**config.mk**
```make
export PLATFORM = sky130hd
export DESIGN_NAME = dsk_cmd_port
export DESIGN_NICKNAME = d
export VERILOG_FILES = /design/src/hdl/dsk_pkg.sv /design/src/hdl/dsk_cmd_port.sv
export VERILOG_INCLUDE_DIRS = /design/src /design/src/hdl
export SDC_FILE = /design/constraint.sdc
export NUM_CORES = 1
export LEC_CHECK = 0
export BUFFER_PORTS_ARGS = -buffer_cell sky130_fd_sc_hd__buf_4
export CAP_MARGIN = 20
export CORE_ASPECT_RATIO = 0.8
export CORE_MARGIN = 2
export CORE_UTILIZATION = 45
export CTS_BUF_LIST = sky130_fd_sc_hd__clkbuf_4 sky130_fd_sc_hd__clkbuf_8
export CTS_CLUSTER_DIAMETER = 120
export DETAILED_ROUTE_END_ITERATION = 6
export SLEW_MARGIN = 5
export SYNTH_ARGS = -nofsm -noshare
export SYNTH_HDL_FRONTEND = slang
export SYNTH_SLANG_ARGS = --single-unit
```
**constraint.sdc**
```tcl
create_clock -name ref_clk -period 5.4 [get_ports ref_clk]
set_clock_uncertainty 0.1 [all_clocks]
set_input_delay 0.27 -clock ref_clk [delete_from_list [all_inputs] [get_ports ref_clk]]
set_output_delay 0.27 -clock ref_clk [all_outputs]
set_load 0.03 [all_outputs]
```
**src/hdl/dsk_cfg.svh**
```systemverilog
// Purpose: Constants of the drive-side serial command port
// Assumes: 200 MHz ref_clk
// Notes:   Timing counts, command field values, reply words and status bit positions only
`ifndef DSK_CFG_SVH
`define DSK_CFG_SVH
// ----------------------------------------
// Timing
// ----------------------------------------
`define DSK_CLK_NS      5
`define DSK_REV_NS      16700000
`define DSK_REV_CYC     (`DSK_REV_NS / `DSK_CLK_NS)
`define DSK_SECTORS     36
`define DSK_BIT_NS      100
`define DSK_REF_HALF    (`DSK_BIT_NS / 2 / `DSK_CLK_NS)
`define DSK_MARK_CYC    8
`define DSK_SPIN_CYC    1024
`define DSK_REV_W       22
`define DSK_CMD_BITS    17
// ----------------------------------------
// Command field values
// ----------------------------------------
`define DSK_OP_SEEK     4'h0
`define DSK_OP_RECAL    4'h1
`define DSK_OP_STAT     4'h2
`define DSK_OP_CFG      4'h3
`define DSK_OP_CTRL     4'h5
`define DSK_OP_STROBE   4'h6
`define DSK_OP_TRACK    4'h7
`define DSK_OP_DIAG     4'h8
`define DSK_SUB_CLR     4'h0
`define DSK_SUB_STOP    4'h2
`define DSK_SUB_START   4'h3
`define DSK_SUB_STD     4'h0
// ----------------------------------------
// Reply words
// ----------------------------------------
`define DSK_CFG_WORD    16'h724A
`define DSK_CYLS        16'h0236
`define DSK_HEADS       16'h0007
`define DSK_SPT         16'h0024
`define DSK_BPS         16'h0200
`define DSK_BPT         16'h0000
`define DSK_ISG         16'h0000
`define DSK_SYNC        16'h0000
`define DSK_NUNIQ       16'h0000
// ----------------------------------------
// Status bit positions
// ----------------------------------------
`define DSK_ST_STOP     9
`define DSK_ST_POR      8
`define DSK_ST_PAR      7
`define DSK_ST_IFC      6
`define DSK_ST_INV      5
`define DSK_ST_SEEK     4
`define DSK_ST_WGTO     3
`define DSK_ST_UNIQ     2
`define DSK_ST_WF       1
`endif

```
**src/hdl/dsk_pkg.sv**
```systemverilog
// Purpose: Types of the drive-side serial command port
// Assumes: Nothing
// Notes:   Handshake sequencer states
package dsk_pkg;
	typedef enum logic [2:0] {
		S_RX_HI,
		S_RX_LO,
		S_EXEC,
		S_TX_HI,
		S_TX_LO
	} dsk_state_t;
endpackage : dsk_pkg
```
**src/hdl/dsk_cmd_port.sv**
```systemverilog
// Purpose: Drive-side selection, serial command channel and status outputs
// Assumes: All pin inputs asynchronous to ref_clk, active high inside
// Notes:   Bench read clock runs at 64 ns period
`timescale 1ns/100ps
`default_nettype none
`include "dsk_cfg.svh"

module dsk_cmd_port
	import dsk_pkg::*;
#(
	parameter int REV_CYC = `DSK_REV_CYC
) (
	// Clock and reset
	input  wire logic       ref_clk,
	input  wire logic       rst,
	// Selection
	input  wire logic [2:0] unit_sel,
	input  wire logic [2:0] unit_addr,
	input  wire logic [3:0] head_sel,
	output logic            unit_selected,
	output logic [2:0]      head_num,
	// Command handshake
	input  wire logic       xfer_req,
	input  wire logic       cmd_data,
	output logic            xfer_ack,
	output logic            resp_data,
	// Drive state
	output logic            cmd_complete,
	output logic            ready,
	output logic            alert,
	output logic            rev_mark,
	output logic            sector_mark,
	// Mechanics
	output logic            spin_on,
	output logic            seek_stb,
	output logic [11:0]     seek_cyl,
	output logic            recal_stb,
	output logic            diag_stb,
	output logic [2:0]      strobe_ofs,
	output logic [2:0]      track_ofs,
	// Data path
	input  wire logic       write_gate,
	input  wire logic       read_gate,
	input  wire logic       phase_locked_osc_clk,
	input  wire logic       phase_locked_osc_lock,
	input  wire logic       rd_raw,
	output logic            write_en,
	output logic            rdref_clk,
	output logic            nrz_rd
);
	localparam int SEC_CYC = REV_CYC / `DSK_SECTORS;

	// ----------------------------------------
	// Input synchronisers
	// ----------------------------------------
	logic [16:0] sync1_ff;
	logic [16:0] sync2_ff;
	logic [2:0]  usel_s;
	logic [2:0]  uaddr_s;
	logic [3:0]  head_s;
	logic        req_s;
	logic        cdat_s;
	logic        rg_s;
	logic        wg_s;
	logic        pclk_s;
	logic        lock_s;
	logic        raw_s;

	// Two flops on every pin
	always_ff @(posedge ref_clk or posedge rst) begin
		if (rst) begin
			sync1_ff <= 17'h00000;
			sync2_ff <= 17'h00000;
		end else begin
			sync1_ff <= {unit_sel, unit_addr, head_sel, xfer_req, cmd_data, read_gate,
				write_gate, phase_locked_osc_clk, phase_locked_osc_lock, rd_raw};
			sync2_ff <= sync1_ff;
		end
	end

	assign {usel_s, uaddr_s, head_s, req_s, cdat_s, rg_s, wg_s, pclk_s, lock_s, raw_s} =
		sync2_ff;

	// ----------------------------------------
	// Selection
	// ----------------------------------------
	logic       usel_ff;
	logic [2:0] head_ff;
	logic       match;

	assign match = (usel_s != 3'h0) && (usel_s == uaddr_s);

	// Unit match and head number
	always_ff @(posedge ref_clk or posedge rst) begin
		if (rst) begin
			usel_ff <= 1'b0;
			head_ff <= 3'h0;
		end else begin
			usel_ff <= match;
			head_ff <= head_s[2:0];
		end
	end

	assign unit_selected = usel_ff;
	assign head_num      = head_ff;

	// ----------------------------------------
	// Handshake sequencer
	// ----------------------------------------
	dsk_state_t  state_ff;
	logic [4:0]  cnt_ff;
	logic [16:0] cmd_ff;
	logic [15:0] rsp_ff;
	logic        ack_ff;
	logic        cc_ff;
	logic        por_done_ff;
	logic [15:0] word;
	logic [3:0]  op;
	logic [3:0]  sub;
	logic        par_ok;
	logic        is_req;
	logic [15:0] reply;
	logic [15:0] status_word;
	logic        ready_ff;
	logic        alert_ff;
	logic [9:1]  st_ff;

	assign word   = cmd_ff[16:1];
	assign op     = word[15:12];
	assign sub    = word[11:8];
	assign par_ok = ^cmd_ff;
	assign is_req = (op == `DSK_OP_STAT) || (op == `DSK_OP_CFG);
	assign status_word = {6'h00, st_ff, 1'b0};

	// Reply word selection
	always_comb begin
		reply = 16'h0000;
		if (op == `DSK_OP_STAT) begin
			reply = (sub == `DSK_SUB_STD) ? status_word : 16'h0000;
		end else begin
			case (sub)
				4'h0:    reply = `DSK_CFG_WORD;
				4'h1:    reply = `DSK_CYLS;
				4'h3:    reply = `DSK_HEADS;
				4'h4:    reply = `DSK_BPT;
				4'h5:    reply = `DSK_BPS;
				4'h6:    reply = `DSK_SPT;
				4'h7:    reply = `DSK_ISG;
				4'h8:    reply = `DSK_SYNC;
				4'h9:    reply = `DSK_NUNIQ;
				default: reply = 16'h0000;
			endcase
		end
	end

	// Four-phase bit exchange, in then out
	always_ff @(posedge ref_clk or posedge rst) begin
		if (rst) begin
			state_ff <= S_RX_HI;
			cnt_ff   <= 5'h00;
			cmd_ff   <= 17'h00000;
			rsp_ff   <= 16'h0000;
			ack_ff   <= 1'b0;
			cc_ff    <= 1'b0;
		end else begin
			case (state_ff)
				S_RX_HI: begin
					if (cnt_ff == 5'h00 && por_done_ff) begin
						cc_ff <= 1'b1;
					end
					if (usel_ff && req_s) begin
						cmd_ff   <= {cmd_ff[15:0], cdat_s};
						ack_ff   <= 1'b1;
						cc_ff    <= 1'b0;
						cnt_ff   <= cnt_ff + 5'h01;
						state_ff <= S_RX_LO;
					end
				end
				S_RX_LO: begin
					if (!req_s) begin
						ack_ff   <= 1'b0;
						state_ff <= (cnt_ff == 5'(`DSK_CMD_BITS)) ? S_EXEC : S_RX_HI;
					end
				end
				S_EXEC: begin
					cnt_ff <= 5'h00;
					if (par_ok && is_req) begin
						rsp_ff   <= reply;
						state_ff <= S_TX_HI;
					end else begin
						cc_ff    <= 1'b1;
						state_ff <= S_RX_HI;
					end
				end
				S_TX_HI: begin
					if (usel_ff && req_s) begin
						ack_ff   <= 1'b1;
						state_ff <= S_TX_LO;
					end
				end
				S_TX_LO: begin
					if (!req_s) begin
						ack_ff <= 1'b0;
						rsp_ff <= {rsp_ff[14:0], 1'b0};
						cnt_ff <= cnt_ff + 5'h01;
						if (cnt_ff == 5'h0F) begin
							cnt_ff   <= 5'h00;
							cc_ff    <= 1'b1;
							state_ff <= S_RX_HI;
						end else begin
							state_ff <= S_TX_HI;
						end
					end
				end
				default: state_ff <= S_RX_HI;
			endcase
		end
	end

	assign xfer_ack     = ack_ff & usel_ff;
	assign resp_data    = rsp_ff[15];
	assign cmd_complete = cc_ff;

	// ----------------------------------------
	// Command execution
	// ----------------------------------------
	logic        exec;
	logic        ok_op;
	logic        clr_ff;
	logic        spin_ff;
	logic        seek_ff;
	logic        recal_ff;
	logic        diag_ff;
	logic [11:0] cyl_ff;
	logic [2:0]  sofs_ff;
	logic [2:0]  tofs_ff;
	logic        perr_ff;
	logic        inv_ff;
	logic        sflt_ff;

	assign exec  = (state_ff == S_EXEC) && par_ok;
	assign ok_op = ready_ff && !alert_ff;

	// Decode one command per sequence
	always_ff @(posedge ref_clk or posedge rst) begin
		if (rst) begin
			clr_ff   <= 1'b0;
			spin_ff  <= 1'b1;
			seek_ff  <= 1'b0;
			recal_ff <= 1'b0;
			diag_ff  <= 1'b0;
			cyl_ff   <= 12'h000;
			sofs_ff  <= 3'h0;
			tofs_ff  <= 3'h0;
			perr_ff  <= 1'b0;
			inv_ff   <= 1'b0;
			sflt_ff  <= 1'b0;
		end else begin
			clr_ff   <= 1'b0;
			seek_ff  <= 1'b0;
			recal_ff <= 1'b0;
			diag_ff  <= 1'b0;
			inv_ff   <= 1'b0;
			sflt_ff  <= 1'b0;
			perr_ff  <= (state_ff == S_EXEC) && !par_ok;
			if (exec) begin
				case (op)
					`DSK_OP_SEEK: begin
						seek_ff <= ok_op;
						sflt_ff <= !ok_op;
						if (ok_op) begin
							cyl_ff <= word[11:0];
						end
					end
					`DSK_OP_RECAL: begin
						recal_ff <= ok_op;
						sflt_ff  <= !ok_op;
					end
					`DSK_OP_DIAG: diag_ff <= 1'b1;
					`DSK_OP_STAT, `DSK_OP_CFG: begin
						inv_ff <= (op == `DSK_OP_CFG) && (sub == 4'h2 || sub > 4'h9);
					end
					`DSK_OP_CTRL: begin
						case (sub)
							`DSK_SUB_CLR:   clr_ff  <= 1'b1;
							`DSK_SUB_STOP:  spin_ff <= 1'b0;
							`DSK_SUB_START: spin_ff <= 1'b1;
							default:        inv_ff  <= 1'b1;
						endcase
					end
					// Magnitude in bits 10..9, late or minus in bit 8, bit 11 set gives zero
					`DSK_OP_STROBE: sofs_ff <= (sub[3] || sub[2:1] == 2'h0) ?
						3'h0 : {sub[2:1], sub[0]};
					`DSK_OP_TRACK: tofs_ff <= (sub[3] || sub[2:1] == 2'h0) ?
						3'h0 : {sub[2:1], sub[0]};
					default: inv_ff <= 1'b1;
				endcase
			end
		end
	end

	assign spin_on    = spin_ff;
	assign seek_stb   = seek_ff;
	assign seek_cyl   = cyl_ff;
	assign recal_stb  = recal_ff;
	assign diag_stb   = diag_ff;
	assign strobe_ofs = sofs_ff;
	assign track_ofs  = tofs_ff;

	// ----------------------------------------
	// Spindle, status and alert
	// ----------------------------------------
	logic [10:0] spin_cnt_ff;
	logic        spin_d_ff;
	logic        wf_set;
	logic        wgto_set;
	logic [9:1]  st_set;
	logic        wen_ff;

	assign wf_set   = wg_s && !(ready_ff && !alert_ff);
	assign wgto_set = wg_s && (tofs_ff != 3'h0);
	assign st_set   = {!spin_ff, 1'b0, perr_ff, 1'b0, inv_ff, sflt_ff, wgto_set, 1'b0, wf_set};

	// Spin-up timer gives ready
	always_ff @(posedge ref_clk or posedge rst) begin
		if (rst) begin
			spin_cnt_ff <= 11'h000;
			ready_ff    <= 1'b0;
			por_done_ff <= 1'b0;
		end else begin
			if (!spin_ff) begin
				spin_cnt_ff <= 11'h000;
			end else if (spin_cnt_ff != 11'(`DSK_SPIN_CYC)) begin
				spin_cnt_ff <= spin_cnt_ff + 11'h001;
			end
			ready_ff <= spin_ff && (spin_cnt_ff == 11'(`DSK_SPIN_CYC));
			if (ready_ff) begin
				por_done_ff <= 1'b1;
			end
		end
	end

	// Sticky status; a set beats a clear in the same cycle
	always_ff @(posedge ref_clk or posedge rst) begin
		if (rst) begin
			st_ff     <= 9'h080; // Power-on condition pending
			alert_ff  <= 1'b1;
			spin_d_ff <= 1'b1;
		end else begin
			spin_d_ff <= spin_ff;
			st_ff     <= (clr_ff ? 9'h000 : st_ff) | st_set;
			if ((st_set & ~st_ff) != 9'h000 || spin_d_ff != spin_ff) begin
				alert_ff <= 1'b1;
			end else if (clr_ff) begin
				alert_ff <= 1'b0;
			end
		end
	end

	// Write enable gated by ready, alert and command-complete
	always_ff @(posedge ref_clk or posedge rst) begin
		if (rst) begin
			wen_ff <= 1'b0;
		end else begin
			wen_ff <= wg_s && ready_ff && !alert_ff && cc_ff;
		end
	end

	assign ready    = ready_ff;
	assign alert    = alert_ff;
	assign write_en = wen_ff;

	// ----------------------------------------
	// Revolution and sector markers
	// ----------------------------------------
	logic [`DSK_REV_W-1:0] rev_cnt_ff;
	logic [`DSK_REV_W-1:0] sec_cnt_ff;
	logic                  rev_ff;
	logic                  sec_ff;

	// Free-running rotation timers while at speed
	always_ff @(posedge ref_clk or posedge rst) begin
		if (rst) begin
			rev_cnt_ff <= '0;
			sec_cnt_ff <= '0;
			rev_ff     <= 1'b0;
			sec_ff     <= 1'b0;
		end else if (!ready_ff) begin
			rev_cnt_ff <= '0;
			sec_cnt_ff <= '0;
			rev_ff     <= 1'b0;
			sec_ff     <= 1'b0;
		end else begin
			rev_cnt_ff <= (rev_cnt_ff == `DSK_REV_W'(REV_CYC - 1)) ? '0 :
				rev_cnt_ff + `DSK_REV_W'(1);
			sec_cnt_ff <= (sec_cnt_ff == `DSK_REV_W'(SEC_CYC - 1) ||
				rev_cnt_ff == `DSK_REV_W'(REV_CYC - 1)) ? '0 :
				sec_cnt_ff + `DSK_REV_W'(1);
			rev_ff <= rev_cnt_ff < `DSK_REV_W'(`DSK_MARK_CYC);
			sec_ff <= sec_cnt_ff < `DSK_REV_W'(`DSK_MARK_CYC);
		end
	end

	assign rev_mark    = rev_ff;
	assign sector_mark = sec_ff;

	// ----------------------------------------
	// Read/reference clock and read data
	// ----------------------------------------
	logic [3:0] div_ff;
	logic       refc_ff;
	logic       sel_rd_ff;
	logic       oclk_ff;
	logic       pclk_d_ff;
	logic       rd_ff;
	logic       new_src;
	logic       swap;

	assign new_src = rg_s ? pclk_s : refc_ff;
	assign swap    = (rg_s != sel_rd_ff) && !oclk_ff && !new_src;

	// Reference divider, a base for the controller write clock
	always_ff @(posedge ref_clk or posedge rst) begin
		if (rst) begin
			div_ff  <= 4'h0;
			refc_ff <= 1'b0;
		end else if (div_ff == 4'(`DSK_REF_HALF - 1)) begin
			div_ff  <= 4'h0;
			refc_ff <= !refc_ff;
		end else begin
			div_ff <= div_ff + 4'h1;
		end
	end

	// Swap sources only while both sit low
	always_ff @(posedge ref_clk or posedge rst) begin
		if (rst) begin
			sel_rd_ff <= 1'b0;
			oclk_ff   <= 1'b0;
		end else begin
			if (swap) begin
				sel_rd_ff <= rg_s;
			end
			oclk_ff <= swap ? 1'b0 : (sel_rd_ff ? pclk_s : refc_ff);
		end
	end

	// Read data held low until lock, then on read clock rise
	always_ff @(posedge ref_clk or posedge rst) begin
		if (rst) begin
			pclk_d_ff <= 1'b0;
			rd_ff     <= 1'b0;
		end else begin
			pclk_d_ff <= pclk_s;
			if (!(rg_s && lock_s)) begin
				rd_ff <= 1'b0;
			end else if (pclk_s && !pclk_d_ff) begin
				rd_ff <= raw_s;
			end
		end
	end

	assign rdref_clk = oclk_ff;
	assign nrz_rd    = rd_ff;
endmodule : dsk_cmd_port
`default_nettype wire

```
=== Yosys cells after proc, flatten, opt, wreduce, memory -nomap -nowiden ===
Memories as Yosys holds them, arrays and structs flattened.
Cells that the tools add are included.

* Order comparisons: 3
* Reduce and logical (&&, ||, !) cells: 61
* Bitwise gates (word level): 4
* Muxes and demuxes: 59
* Eq/ne operators: 35
* $add $sub $neg: 5

{| class="wikitable"
|+ Operator list
! cell !! number
|-
| 2-to-1 mux 22 bit || 4
|-
| 2-to-1 mux 16 bit || 3
|-
| adder 22 x 1 -> 22 bit (second input constant) || 2
|-
| less-than comparator 22 x 4 -> 1 bit (second input constant) || 2
|-
| case mux 16 bit (2 select lines) || 1
|-
| 2-to-1 mux 1 bit || 29
|-
| equality test 22 x 17 -> 1 bit (second input constant) || 1
|-
| equality test 22 bit (second input constant) || 1
|-
| 2-to-1 mux 11 bit || 2
|-
| logical AND 1 bit || 18
|-
| XOR reduction 17 bit || 1
|-
| equality test 4 x 2 -> 1 bit (second input constant) || 4
|-
| inequality test 2 bit (second input constant) || 8
|-
| 2-to-1 mux 3 bit || 5
|-
| 2-to-1 mux 5 bit || 3
|-
| case mux 3 bit (5 select lines) || 1
|-
| case mux 5 bit (3 select lines) || 1
|-
| AND reduction 3 bit || 5
|-
| equality test 4 x 3 -> 1 bit (second input constant) || 3
|-
| adder 11 x 1 -> 11 bit (second input constant) || 1
|-
| equality test 11 bit (second input constant) || 1
|-
| inequality test 11 bit (second input constant) || 1
|-
| 2-to-1 mux 10 bit || 1
|-
| AND 9 bit || 1
|-
| 37 further kinds || 68
|}

* Flip-flop bits (word level): 187
* Word-level logic and storage cells: 206
* Input bits: 19
* Bits in read-only memories: 176
* Memories kept: 1
* Output and inout bits: 36

{| class="wikitable"
|+ Memories
! memory !! words !! bits a word !! rd ports !! clocked after memory_dff !! wr ports !! RTL line !! text
|-
| (name not given) || 16 || 11 || 1 || 0 || 0 || dsk_cmd_port.sv:141 || <nowiki>case (sub)</nowiki>
|}

=== Logic depth before layout (Yosys ltp) ===
Gate-level depths: netlist of the first run.

* Depth after elaboration: 8
* Gate-level depth with buffers: 10
* Depth with buffers taken out: 9

=== Least setup slack after synthesis of the first run ===
Ideal clock, no wire load.

* Path type: register to register
* Start point: reg cmd_ff[10]
* End point: reg cyl_ff[0], in the netlist seek_cyl[0]
* Clock period less this slack: 2.749 ns
* Stages on the path, launching flop included: 11
* Data required time: 5.172 ns
* Setup slack: 2.651 ns
* Arrival time: 2.522 ns
* Library setup time: 0.128 ns
* Path buffers: 2
* Path through: dfrtp_1 clkbuf_1 inv_1 ha_1 xnor2_1 xnor2_1 xnor2_2 xor2_2 nor3_2 buf_6 mux2_1

* Cells in the longest elaborated chain, start to end: 3

{| class="wikitable"
|+ RTL lines
! item !! RTL line !! text
|-
| start, declared || dsk_cmd_port.sv:112 || <nowiki>logic [16:0] cmd_ff;</nowiki>
|-
| start signal, assigned || dsk_cmd_port.sv:172 || <nowiki>cmd_ff <= {cmd_ff[15:0], cdat_s};</nowiki>
|-
| XOR reduction 17 bit || dsk_cmd_port.sv:131 || <nowiki>assign par_ok = ^cmd_ff;</nowiki>
|-
| logical AND 1 bit || dsk_cmd_port.sv:241 || <nowiki>assign exec = (state_ff == S_EXEC) && par_ok;</nowiki>
|-
| AND reduction 3 bit (no source line) || n/a ||
|-
| end signal, assigned || dsk_cmd_port.sv:272 || <nowiki>cyl_ff <= word[11:0];</nowiki>
|-
| end, declared || dsk_cmd_port.sv:234 || <nowiki>logic [11:0] cyl_ff;</nowiki>
|}

Every way passes these cells.
A chain may end at the register's enable or synchronous reset.

=== Final worst setup path of the first run ===
* Start point: reg cmd_ff[11]
* End point: reg cyl_ff[0], in the netlist seek_cyl[0]

The elaborated chain is that of the path after synthesis.

==> results of run 1 <==
==> sequential cells by signal, summed over array words and instances (netlist names), 3 cells and up <==
register     cells
track_ofs        3
rev_cnt_ff      22
rsp_ff          16
sync1_ff        16
st_ff            7
cmd_ff          17
strobe_ofs       3
state_ff         3
sync2_ff        16
seek_cyl        12
cnt_ff           5
head_num         3
spin_cnt_ff     11
sec_cnt_ff      22
div_ff           4
==> area by class of cell <==
cell class              instances  area, um2
flip-flops and latches        183       4580
well taps                     225        282
fillers                      1519       8110
multi-input cells             498       3200
clock buffers                  18        248
inverters                      34        133
repair buffers                 78        648
clock inverters                14        169
==> routing by layer <==
metal  up-vias  track usage
li1       2667            -
met3        14       0.0438
met4         0       0.0556
met5         -            0
met2        93        0.275
met1      2748        0.265
==> worst paths after layout <==
path | start | to | cells after the start
hold reg to reg | sync2_ff[9]$_DFF_PP0_ | head_num[2]$_DFF_PP0_ | 0
setup / recovery | cmd_ff[11]$_DFFE_PP0P_ | seek_cyl[0]$_DFFE_PP0P_ | 9
setup reg to reg | cmd_ff[11]$_DFFE_PP0P_ | seek_cyl[0]$_DFFE_PP0P_ | 9
hold / removal | sync2_ff[9]$_DFF_PP0_ | head_num[2]$_DFF_PP0_ | 0
min in group asynchronous | rst | head_num[0]$_DFF_PP0_ | 3
max in group asynchronous | rst | cmd_ff[8]$_DFFE_PP0P_ | 5
==> cells in the mapped netlist (2+ instances only) <==
cell type and instances:
nand4_1 12, or4_1 2, nor4b_1 2, xnor2_1 30, or2_2 2, dfrtp_1 179, xor2_1 36, and4_1 3
mux2_2 22, dfstp_2 4, nor3b_1 3, clkbuf_1 19, and3_1 11, inv_1 34, nor2b_1 7, o21ai_0 25
mux2i_1 8, a22o_1 3, nor2_1 97, mux2_4 9, a211oi_1 2, a31oi_1 3, mux2_1 4, a21oi_1 25
o311ai_0 2, nand2b_1 6, nor4_1 13, nand3_1 37, ha_1 11, a221oi_1 4, buf_2 3, xnor2_2 2
nor3_1 19, a21o_1 5, and2_1 6, o22ai_1 6, nand4b_1 4, nand2_1 58
==> logic make-up (layout without fill, tap and decap cells) <==
kind of cell | after synthesis | count (layout) | synth area share
AND/OR/NAND/NOR | 290 | 290 | 0.175
flip-flops | 183 | 183 | 0.572
AO/OA/AOI/OAI | 85 | 85 | 0.0662
XOR/XNOR | 69 | 69 | 0.0782
buffers and inverters | 58 | 144 | 0.0286
multiplexers | 43 | 43 | 0.0634
adder cells (fa/ha/maj) | 11 | 11 | 0.0172
==> repair_timing <==
action	in CTS	in global routing
setup endpoints to repair	0	0
hold buffers	17	0
endpoints found under the hold margin	124	0
==> power by group <==
group	leakage [nW]	internal [mW]	switching (mW)
Combinational	1.52	0.106	0.175
Clock	0.201	0.437	0.527
Sequential	2.42	1.41	0.0405
Total	4.14	1.95	0.743
==> critical path: stages, from the launching register on <==
cell and delay (ps):
dfrtp_1 500, inv_1 170, ha_1 320, xnor2_1 150, xnor2_1 250, xnor2_2 180, xor2_2 500, nor3_2 100
buf_4 230, mux2_1 330
==> results_dict.tcl, run 1 <==
set metrics [dict create \
    number_of_enable_type_register_cells_in_the_synthesized_netlist 0 \
    synthesis.area_um2 8020 \
    wirelength_met1_mm 8.06 \
    async_reset_ff_frac 1.00 \
    synth_area_leaders "dfrtp_1 (56%), nor2_1 (4.5%), xor2_1 (3.9%), xnor2_1 (3.3%), mux2_2 (3.1%)" \
    cts.root.buffer_cell "clkbuf_8" \
    crit_arrival_ps 3210 \
    timing.hold.worst.class "reg2reg" \
    postRouteWirelength_mm 16.1 \
    setup.reg_to_reg.worst_slack_ps 2460 \
    power.static_leakage_nw 4.14 \
    grt_usage 0.183 \
    floorplan.die.height_um 123 \
    cp.required_ps 5670 \
    met3WireLength_um 625 \
    worst_slew_margin_rel 0.410 \
    worst-slew-pin-transition_ps 884 \
    die-area_um2 18900 \
    mappedNetlistNets 769 \
    post_drt_wl_per_cell_um 15.3 \
    most_frequent_cells_in_the_layout "dfrtp_1 (179), nor2_1 (97), buf_4 (60)" \
    final_common_cell "dfrtp_1" \
    final_cells 1050 \
    outcome "finished, final reports clean" \
    post_route_cells_drive_above_1_share 0.167 \
    finalHoldViolations 0 \
    maxClockFrequency_mhz 340 \
    synth_cell_types 59 \
    clk-insertion-delay-late_ps 470 \
    final_design_area_no_fill_um2 9270 \
    rsz0062_at_grt "no" \
    timing.setup.critical_path_class "reg2reg" \
    startpoint_type "register" \
    highest-signal-layer "met4" \
    grt_start_max_net_pins 115 \
    boundaryPins 55 \
    slew_viol_final 0 \
    max-cap-violations 0 \
    tritoncts.num_buffers 17 \
    synthCells 739 \
    htree_num_levels 4 \
    ys_seq_elements 183 \
    yosys.area.top_type_share 0.559 \
    overflow 0 \
    row_count 43 \
    clk_path_buf_depth 2 \
    ys_seq_area_frac 0.572 \
    layout-area-overhead-vs-synth_pct 15.6 \
    cts_num_sinks 183 \
    timing.hold.ws_ps 248 \
    drt-vias-per-instance 5.26 \
    initial_core_utilization 0.461 \
    post-place-cells 1000 \
    endpoint_kind "register" \
    preCtsSetupSlack_ps 2470 \
    first_pass_iters 5 \
    final_critical_path_required_period_ps 2940 \
    place.detailed.hpwl_mm 10.9 \
    wire_length_on_met2_mm 7.20 \
    cts_repair_resize_count 0 \
    ys.flop_type "dfrtp_1" \
    drt_iter0_markers 410 \
    timing.critical_path.fanout_max 12 \
    global_route_wire_length_before_repair_mm 27.4 \
    tritoncts "done" \
    post_synth.cell_area_avg_um2 10.8 \
    synth_area_leader_cell "dfrtp_1" \
    worst_slack_ps 2460 \
    die_width_um 153 \
    residual_drc_count 0 \
    fin_tns_setup_ps 0 \
    drtAntennaViolNets 0 \
    post_dp_cell_area_um2 8650 \
    yosysWarningCount 0 \
    place_congestion 0.824 \
    ir_drop_v 0.000169 \
    vias_in_the_first_global_route 5550 \
    overall_via_count_from_detail_route 5522 \
    final_cell_utilization_of_the_core 0.533 \
    timing.final.setup_violations 0 \
    floorplan.core_area_um2 17400 \
    cts_setup_buffers 0 \
    cts.clk_slew.worst_paths_ps 100 \
    fin_total_pwr_mw 2.70 \
    final_nets 842 \
    p_per_area_nw_per_um2 291 \
    initial_antenna_violation_count 0 \
    port_buffers 53 \
    post-route-period-util 0.545 \
    antenna-diode-count 0 \
]
No activity file was read; power rests on OpenSTA's default activity.
==> inputs of run 2 (changes only) <==
- clock period: 5.4 -> 2.7 ns (I/O delays scaled with it)
==> run 2 against run 1 <==
Effect of this change:
- worst hold slack got worse by 36 ps
- die area unchanged
- power increased by 100%
- critical path depth increased by 1
- global-route usage about the same
- largest cell class unchanged
==> results_dict.tcl, run 2 (synthesis results as in run 1) <==
set metrics [dict create \
    clk_path_buf_depth 2 \
    max-cap-violations 0 \
    place.detailed.hpwl_mm 11.3 \
    timing.hold.worst.class "in2reg" \
    floorplan.die.height_um 123 \
    htree_num_levels 4 \
    timing.setup.critical_path_class "reg2reg" \
    place_congestion 0.878 \
    outcome "finished, final reports clean" \
    layout-area-overhead-vs-synth_pct 17.3 \
    initial_antenna_violation_count 0 \
    grt_usage 0.183 \
    worst_slew_margin_rel 0.524 \
    rsz0062_at_grt "no" \
    cts_repair_resize_count 0 \
    p_per_area_nw_per_um2 580 \
    post_drt_wl_per_cell_um 15.1 \
    port_buffers 53 \
    postRouteWirelength_mm 16.2 \
    most_frequent_cells_in_the_layout "dfrtp_1 (179), nor2_1 (97), buf_4 (79)" \
    timing.final.setup_violations 0 \
    residual_drc_count 0 \
    multi_input_comb_area_um2 3200 \
    fin_tns_setup_ps 0 \
    timing.critical_path.slowest_stage_cell "mux2_2" \
    ir_drop_v 0.000311 \
    timing.critical_path.fanout_max 12 \
    post-place-cells 1021 \
    startpoint_type "register" \
    drtAntennaViolNets 0 \
    boundaryPins 55 \
    tritoncts.num_buffers 17 \
    maxClockFrequency_mhz 390 \
    drt-vias-per-instance 5.21 \
    overflow 0 \
    vias_in_the_first_global_route 5560 \
    antenna-diode-count 0 \
    slew_viol_final 0 \
    worst-slew-pin-transition_ps 712 \
    die-area_um2 18900 \
    cts_num_sinks 183 \
    endpoint_kind "register" \
    layout.filler_cells 1503 \
    crit_arrival_ps 2810 \
    cpPeakStageDelay_ps 370 \
    cp.required_ps 2950 \
    row_count 43 \
    final_cells 1070 \
    finalHoldViolations 0 \
    die_width_um 153 \
    drt_iter0_markers 348 \
    overall_via_count_from_detail_route 5575 \
    fin_total_pwr_mw 5.45 \
    post_route_cells_drive_above_1_share 0.187 \
    grt_start_max_net_pins 54 \
    power.static_leakage_nw 4.22 \
    post-route-period-util 0.949 \
    final_critical_path_required_period_ps 2560 \
    floorplan.core_area_um2 17400 \
    global_route_wire_length_before_repair_mm 27.6 \
    largestRegisters "rev_cnt_ff (22), sec_cnt_ff (22), cmd_ff (17)" \
    tritoncts "done" \
    final_common_cell "dfrtp_1" \
    path_cells "inv_1 -> ha_1 -> xnor2_1 -> xnor2_1 -> xnor2_2 -> xor2_2 -> buf_4 -> nor3_2 -> buf_4 -> mux2_2" \
    area_used_by_sequential_logic_in_the_layout_um2 4580 \
    clk-insertion-delay-late_ps 460 \
    final_nets 862 \
    initial_core_utilization 0.461 \
    first_pass_iters 6 \
    cts.root.buffer_cell "clkbuf_8" \
    cts.clk_slew.worst_paths_ps 100 \
]
[run 2: changes by cell type in the layout (fill, tap and decap cells not counted)]
cell / before / now
buf_4: 60 / 79
clkinv_4: 5 / 1
buf_12: 0 / 2
clkinv_2: 0 / 2
clkinvlp_4: 3 / 5
inv_6: 2 / 4
buf_16: 1 / 0
clkbuf_8: 18 / 17
inv_8: 3 / 2
[run 2: repair_timing]
| action | in CTS | in global routing |
|---|---|---|
| buffers inserted | 0 | 0 |
| hold buffers | 17 | 0 |
| hold endpoints to repair | 40 | 0 |
[run 2: where the power goes]
group          internal [mW]  switching (mW)  total [mW]
combinational          0.287           0.380       0.668
clock                  0.843            1.04        1.88
sequential              2.82          0.0813        2.90
total                   3.95            1.50        5.45
[run 2: worst max-delay path, delay by kind of cell (launching register included)]
kind / cells / cell delay [ps]
xor gates and xnor gates: 4 / 690
adders and majority gates: 1 / 310
buffers and inverters: 3 / 510
DFF: 1 / 360
muxes: 1 / 370
and+or+nand+nor: 1 / 110
[run 2: metal layers]
| layer | wire [um] | vias up | global-route usage |
|---|---|---|---|
| met5 | 0 | - | 0 |
| met3 | 803 | 13 | 0.0498 |
| met2 | 7260 | 143 | 0.279 |
| li1 | - | 2702 | - |
| met4 | 153 | 0 | 0.0602 |
| met1 | 7980 | 2717 | 0.257 |
[run 2: area by class of cell]
class | count | area share
Tap cell | 225 | 0.0299
Sequential cell | 183 | 0.487
Clock buffer | 17 | 0.0249
Timing Repair Buffer | 98 | 0.0854
Multi-Input combinational cell | 498 | 0.341
Clock inverter | 15 | 0.0177
Inverter | 34 | 0.0140
[run 2: metrics by stage]
stage | utilization | hold slack, ps | area (um2) | worst slack [ps]
2_1_floorplan | - | 66.4 | 8020 | 14.0
3_3_place_gp | 0.508 | 144 | 8830 | 234
3_5_place_dp | 0.508 | 146 | 8830 | 153
4_1_cts | 0.541 | 178 | 9400 | 131
5_1_grt | 0.541 | 176 | 9400 | 32.4
6_report | 0.541 | 213 | 9400 | 139
[run 2: path summary, 6_finish.rpt]
path | slack [ps] | to | from | cells past startpoint
worst max-delay path | 140 | seek_cyl[11]$_DFFE_PP0P_ | cmd_ff[10]$_DFFE_PP0P_ | 10
worst min-delay path | 210 | sync1_ff[3]$_DFF_PP0_ | write_gate | 2
worst max register to register | 140 | seek_cyl[11]$_DFFE_PP0P_ | cmd_ff[10]$_DFFE_PP0P_ | 10
worst min register to register | 260 | head_num[2]$_DFF_PP0_ | sync2_ff[9]$_DFF_PP0_ | 0
max in group asynchronous | 1420 | alert$_DFFE_PP1P_ | rst | 4
min in group asynchronous | 240 | sync1_ff[3]$_DFF_PP0_ | rst | 3
==> inputs of run 3 (changes only) <==
- CORE_ASPECT_RATIO: 0.8 -> unset
==> run 3 against run 2 <==
Effect of this change:
- die area about the same
- non-clock buffer count is 8 lower
- critical path depth down 1
- worst setup slack improved by 83 ps
- core utilization shrank 0.49 points
- combinational power fell by 11%
- flip-flop and latch count unchanged
- fmax increased by 3.4%
- sequential share of layout area grew 0.50 points
- sequential power is essentially flat
- register-to-register slack better by 80 ps
==> results_dict.tcl, run 3 (synthesis results as in run 1) <==
set metrics [dict create \
    floorplan.core_area_um2 17400 \
    drt-vias-per-instance 5.19 \
    die-area_um2 18900 \
    global_route_wire_length_before_repair_mm 27.1 \
    largestRegisters "rev_cnt_ff (22), sec_cnt_ff (22), cmd_ff (17)" \
    rsz0062_at_grt "no" \
    first_pass_iters 5 \
    most_frequent_cells_in_the_layout "dfrtp_1 (179), nor2_1 (97), buf_4 (72)" \
    clk_path_buf_depth 2 \
    place.detailed.hpwl_mm 10.7 \
    drt_iter0_markers 263 \
    fin_tns_setup_ps 0 \
    p_per_area_nw_per_um2 562 \
    worst_slack_ps 222 \
    post_dp_cell_area_um2 8760 \
    overflow 0 \
    cts.root.buffer_cell "clkbuf_8" \
    timing.hold.worst.class "in2reg" \
    fin_total_pwr_mw 5.23 \
    antenna-diode-count 0 \
    cts_num_sinks 183 \
    endpoint_kind "register" \
    crit_arrival_ps 2720 \
    power.static_leakage_nw 4.17 \
    ir_drop_v 0.000316 \
    grt_usage 0.181 \
    startpoint_type "register" \
    row_count 48 \
    clk-insertion-delay-late_ps 450 \
    die_width_um 137 \
    final_cell_utilization_of_the_core 0.536 \
    setup.reg_to_reg.worst_slack_ps 220 \
    floorplan.die.height_um 137 \
    regToRegEndpoint "track_ofs[0]$_DFFE_PP0P_" \
    initial_core_utilization 0.462 \
    cts.clk_slew.worst_paths_ps 100 \
    post_drt_wl_per_cell_um 14.8 \
    port_buffers 53 \
    htree_num_levels 4 \
    worst-slew-pin-transition_ps 736 \
    post_route_cells_drive_above_1_share 0.178 \
    residual_drc_count 0 \
    maxClockFrequency_mhz 403 \
    max-cap-violations 0 \
    grt_start_max_net_pins 126 \
    timing.critical_path.fanout_max 5 \
    final_common_cell "dfrtp_1" \
    overall_via_count_from_detail_route 5503 \
    timing.final.setup_violations 0 \
    worstRegToRegCells 9 \
    final_critical_path_required_period_ps 2480 \
    postRouteWirelength_mm 15.7 \
    finalHoldViolations 0 \
    crit_path_start "cmd_ff[10]$_DFFE_PP0P_" \
    timing.setup.critical_path_class "reg2reg" \
    layout-area-overhead-vs-synth_pct 16.1 \
    cts_setup_buffers 0 \
    crit_end "track_ofs[0]$_DFFE_PP0P_" \
    vias_in_the_first_global_route 5589 \
    worst_slew_margin_rel 0.509 \
    tritoncts "done" \
    drtAntennaViolNets 0 \
    final_design_area_no_fill_um2 9310 \
    hold_start "read_gate" \
    initial_antenna_violation_count 0 \
    outcome "finished, final reports clean" \
    cp.required_ps 2940 \
    slew_viol_final 0 \
    place_congestion 0.869 \
    boundaryPins 55 \
    post-route-period-util 0.918 \
    final_nets 854 \
    regToRegStartpoint "cmd_ff[10]$_DFFE_PP0P_" \
    preCtsSetupSlack_ps 222 \
    tritoncts.num_buffers 17 \
]
-- run 3: worst min-delay path by stage --
stage	endpoint	slack, ps	depth (start not counted)
2_1_floorplan	sync1_ff[0]$_DFF_PP0_	70	0
3_3_place_gp	sync1_ff[0]$_DFF_PP0_	150	1
3_5_place_dp	sync1_ff[5]$_DFF_PP0_	150	1
4_1_cts	sync1_ff[4]$_DFF_PP0_	200	2
5_1_grt	sync1_ff[4]$_DFF_PP0_	190	2
6_report	sync1_ff[4]$_DFF_PP0_	220	2
-- run 3: metal layers --
| layer | vias up | part of all wire | track usage |
|---|---|---|---|
| met1 | 2714 | 0.49 | 0.260 |
| met2 | 91 | 0.46 | 0.279 |
| met3 | 13 | 0.035 | 0.0423 |
| met5 | - | 0 | 0 |
| met4 | 0 | 0.0090 | 0.0458 |
| li1 | 2685 | - | - |
-- run 3: critical path, stage by stage, from the launching register on --
cell	delay [ps]
dfrtp_1	350
inv_1	50
ha_1	300
xnor2_1	180
xnor2_1	120
xnor2_2	270
xor2_2	190
buf_4	190
nor2_1	240
mux2_2	380
-- run 3: repair_timing --
action	CTS	global route
gates resized for setup	0	0
setup endpoints to repair	0	0
hold buffers	17	0
hold endpoints to repair	195	0
-- run 3: stage by stage --
stage               std cells  hold WS [ps]
finish                   1061           220
global route             1061           188
CTS                      1061           198
detailed placement       1013           146
global placement         1013           145
floorplan                 739          66.4
-- run 3: cell type report --
cell class                 count  area [um2]
clock inverter                12         121
sequential                   183        4580
multi-input combinational    498        3200
inverter                      34         131
clock buffer                  19         255
fill                        1556        8050
tap                          225         282
timing repair buffer          90         731
-- run 3: report_power, final --
| part | switching [mW] | internal (mW) | leakage (nW) |
|---|---|---|---|
| logic | 0.346 | 0.247 | 1.57 |
| clock network | 0.967 | 0.774 | 0.184 |
| registers | 0.0792 | 2.82 | 2.42 |
| total | 1.39 | 3.84 | 4.17 |
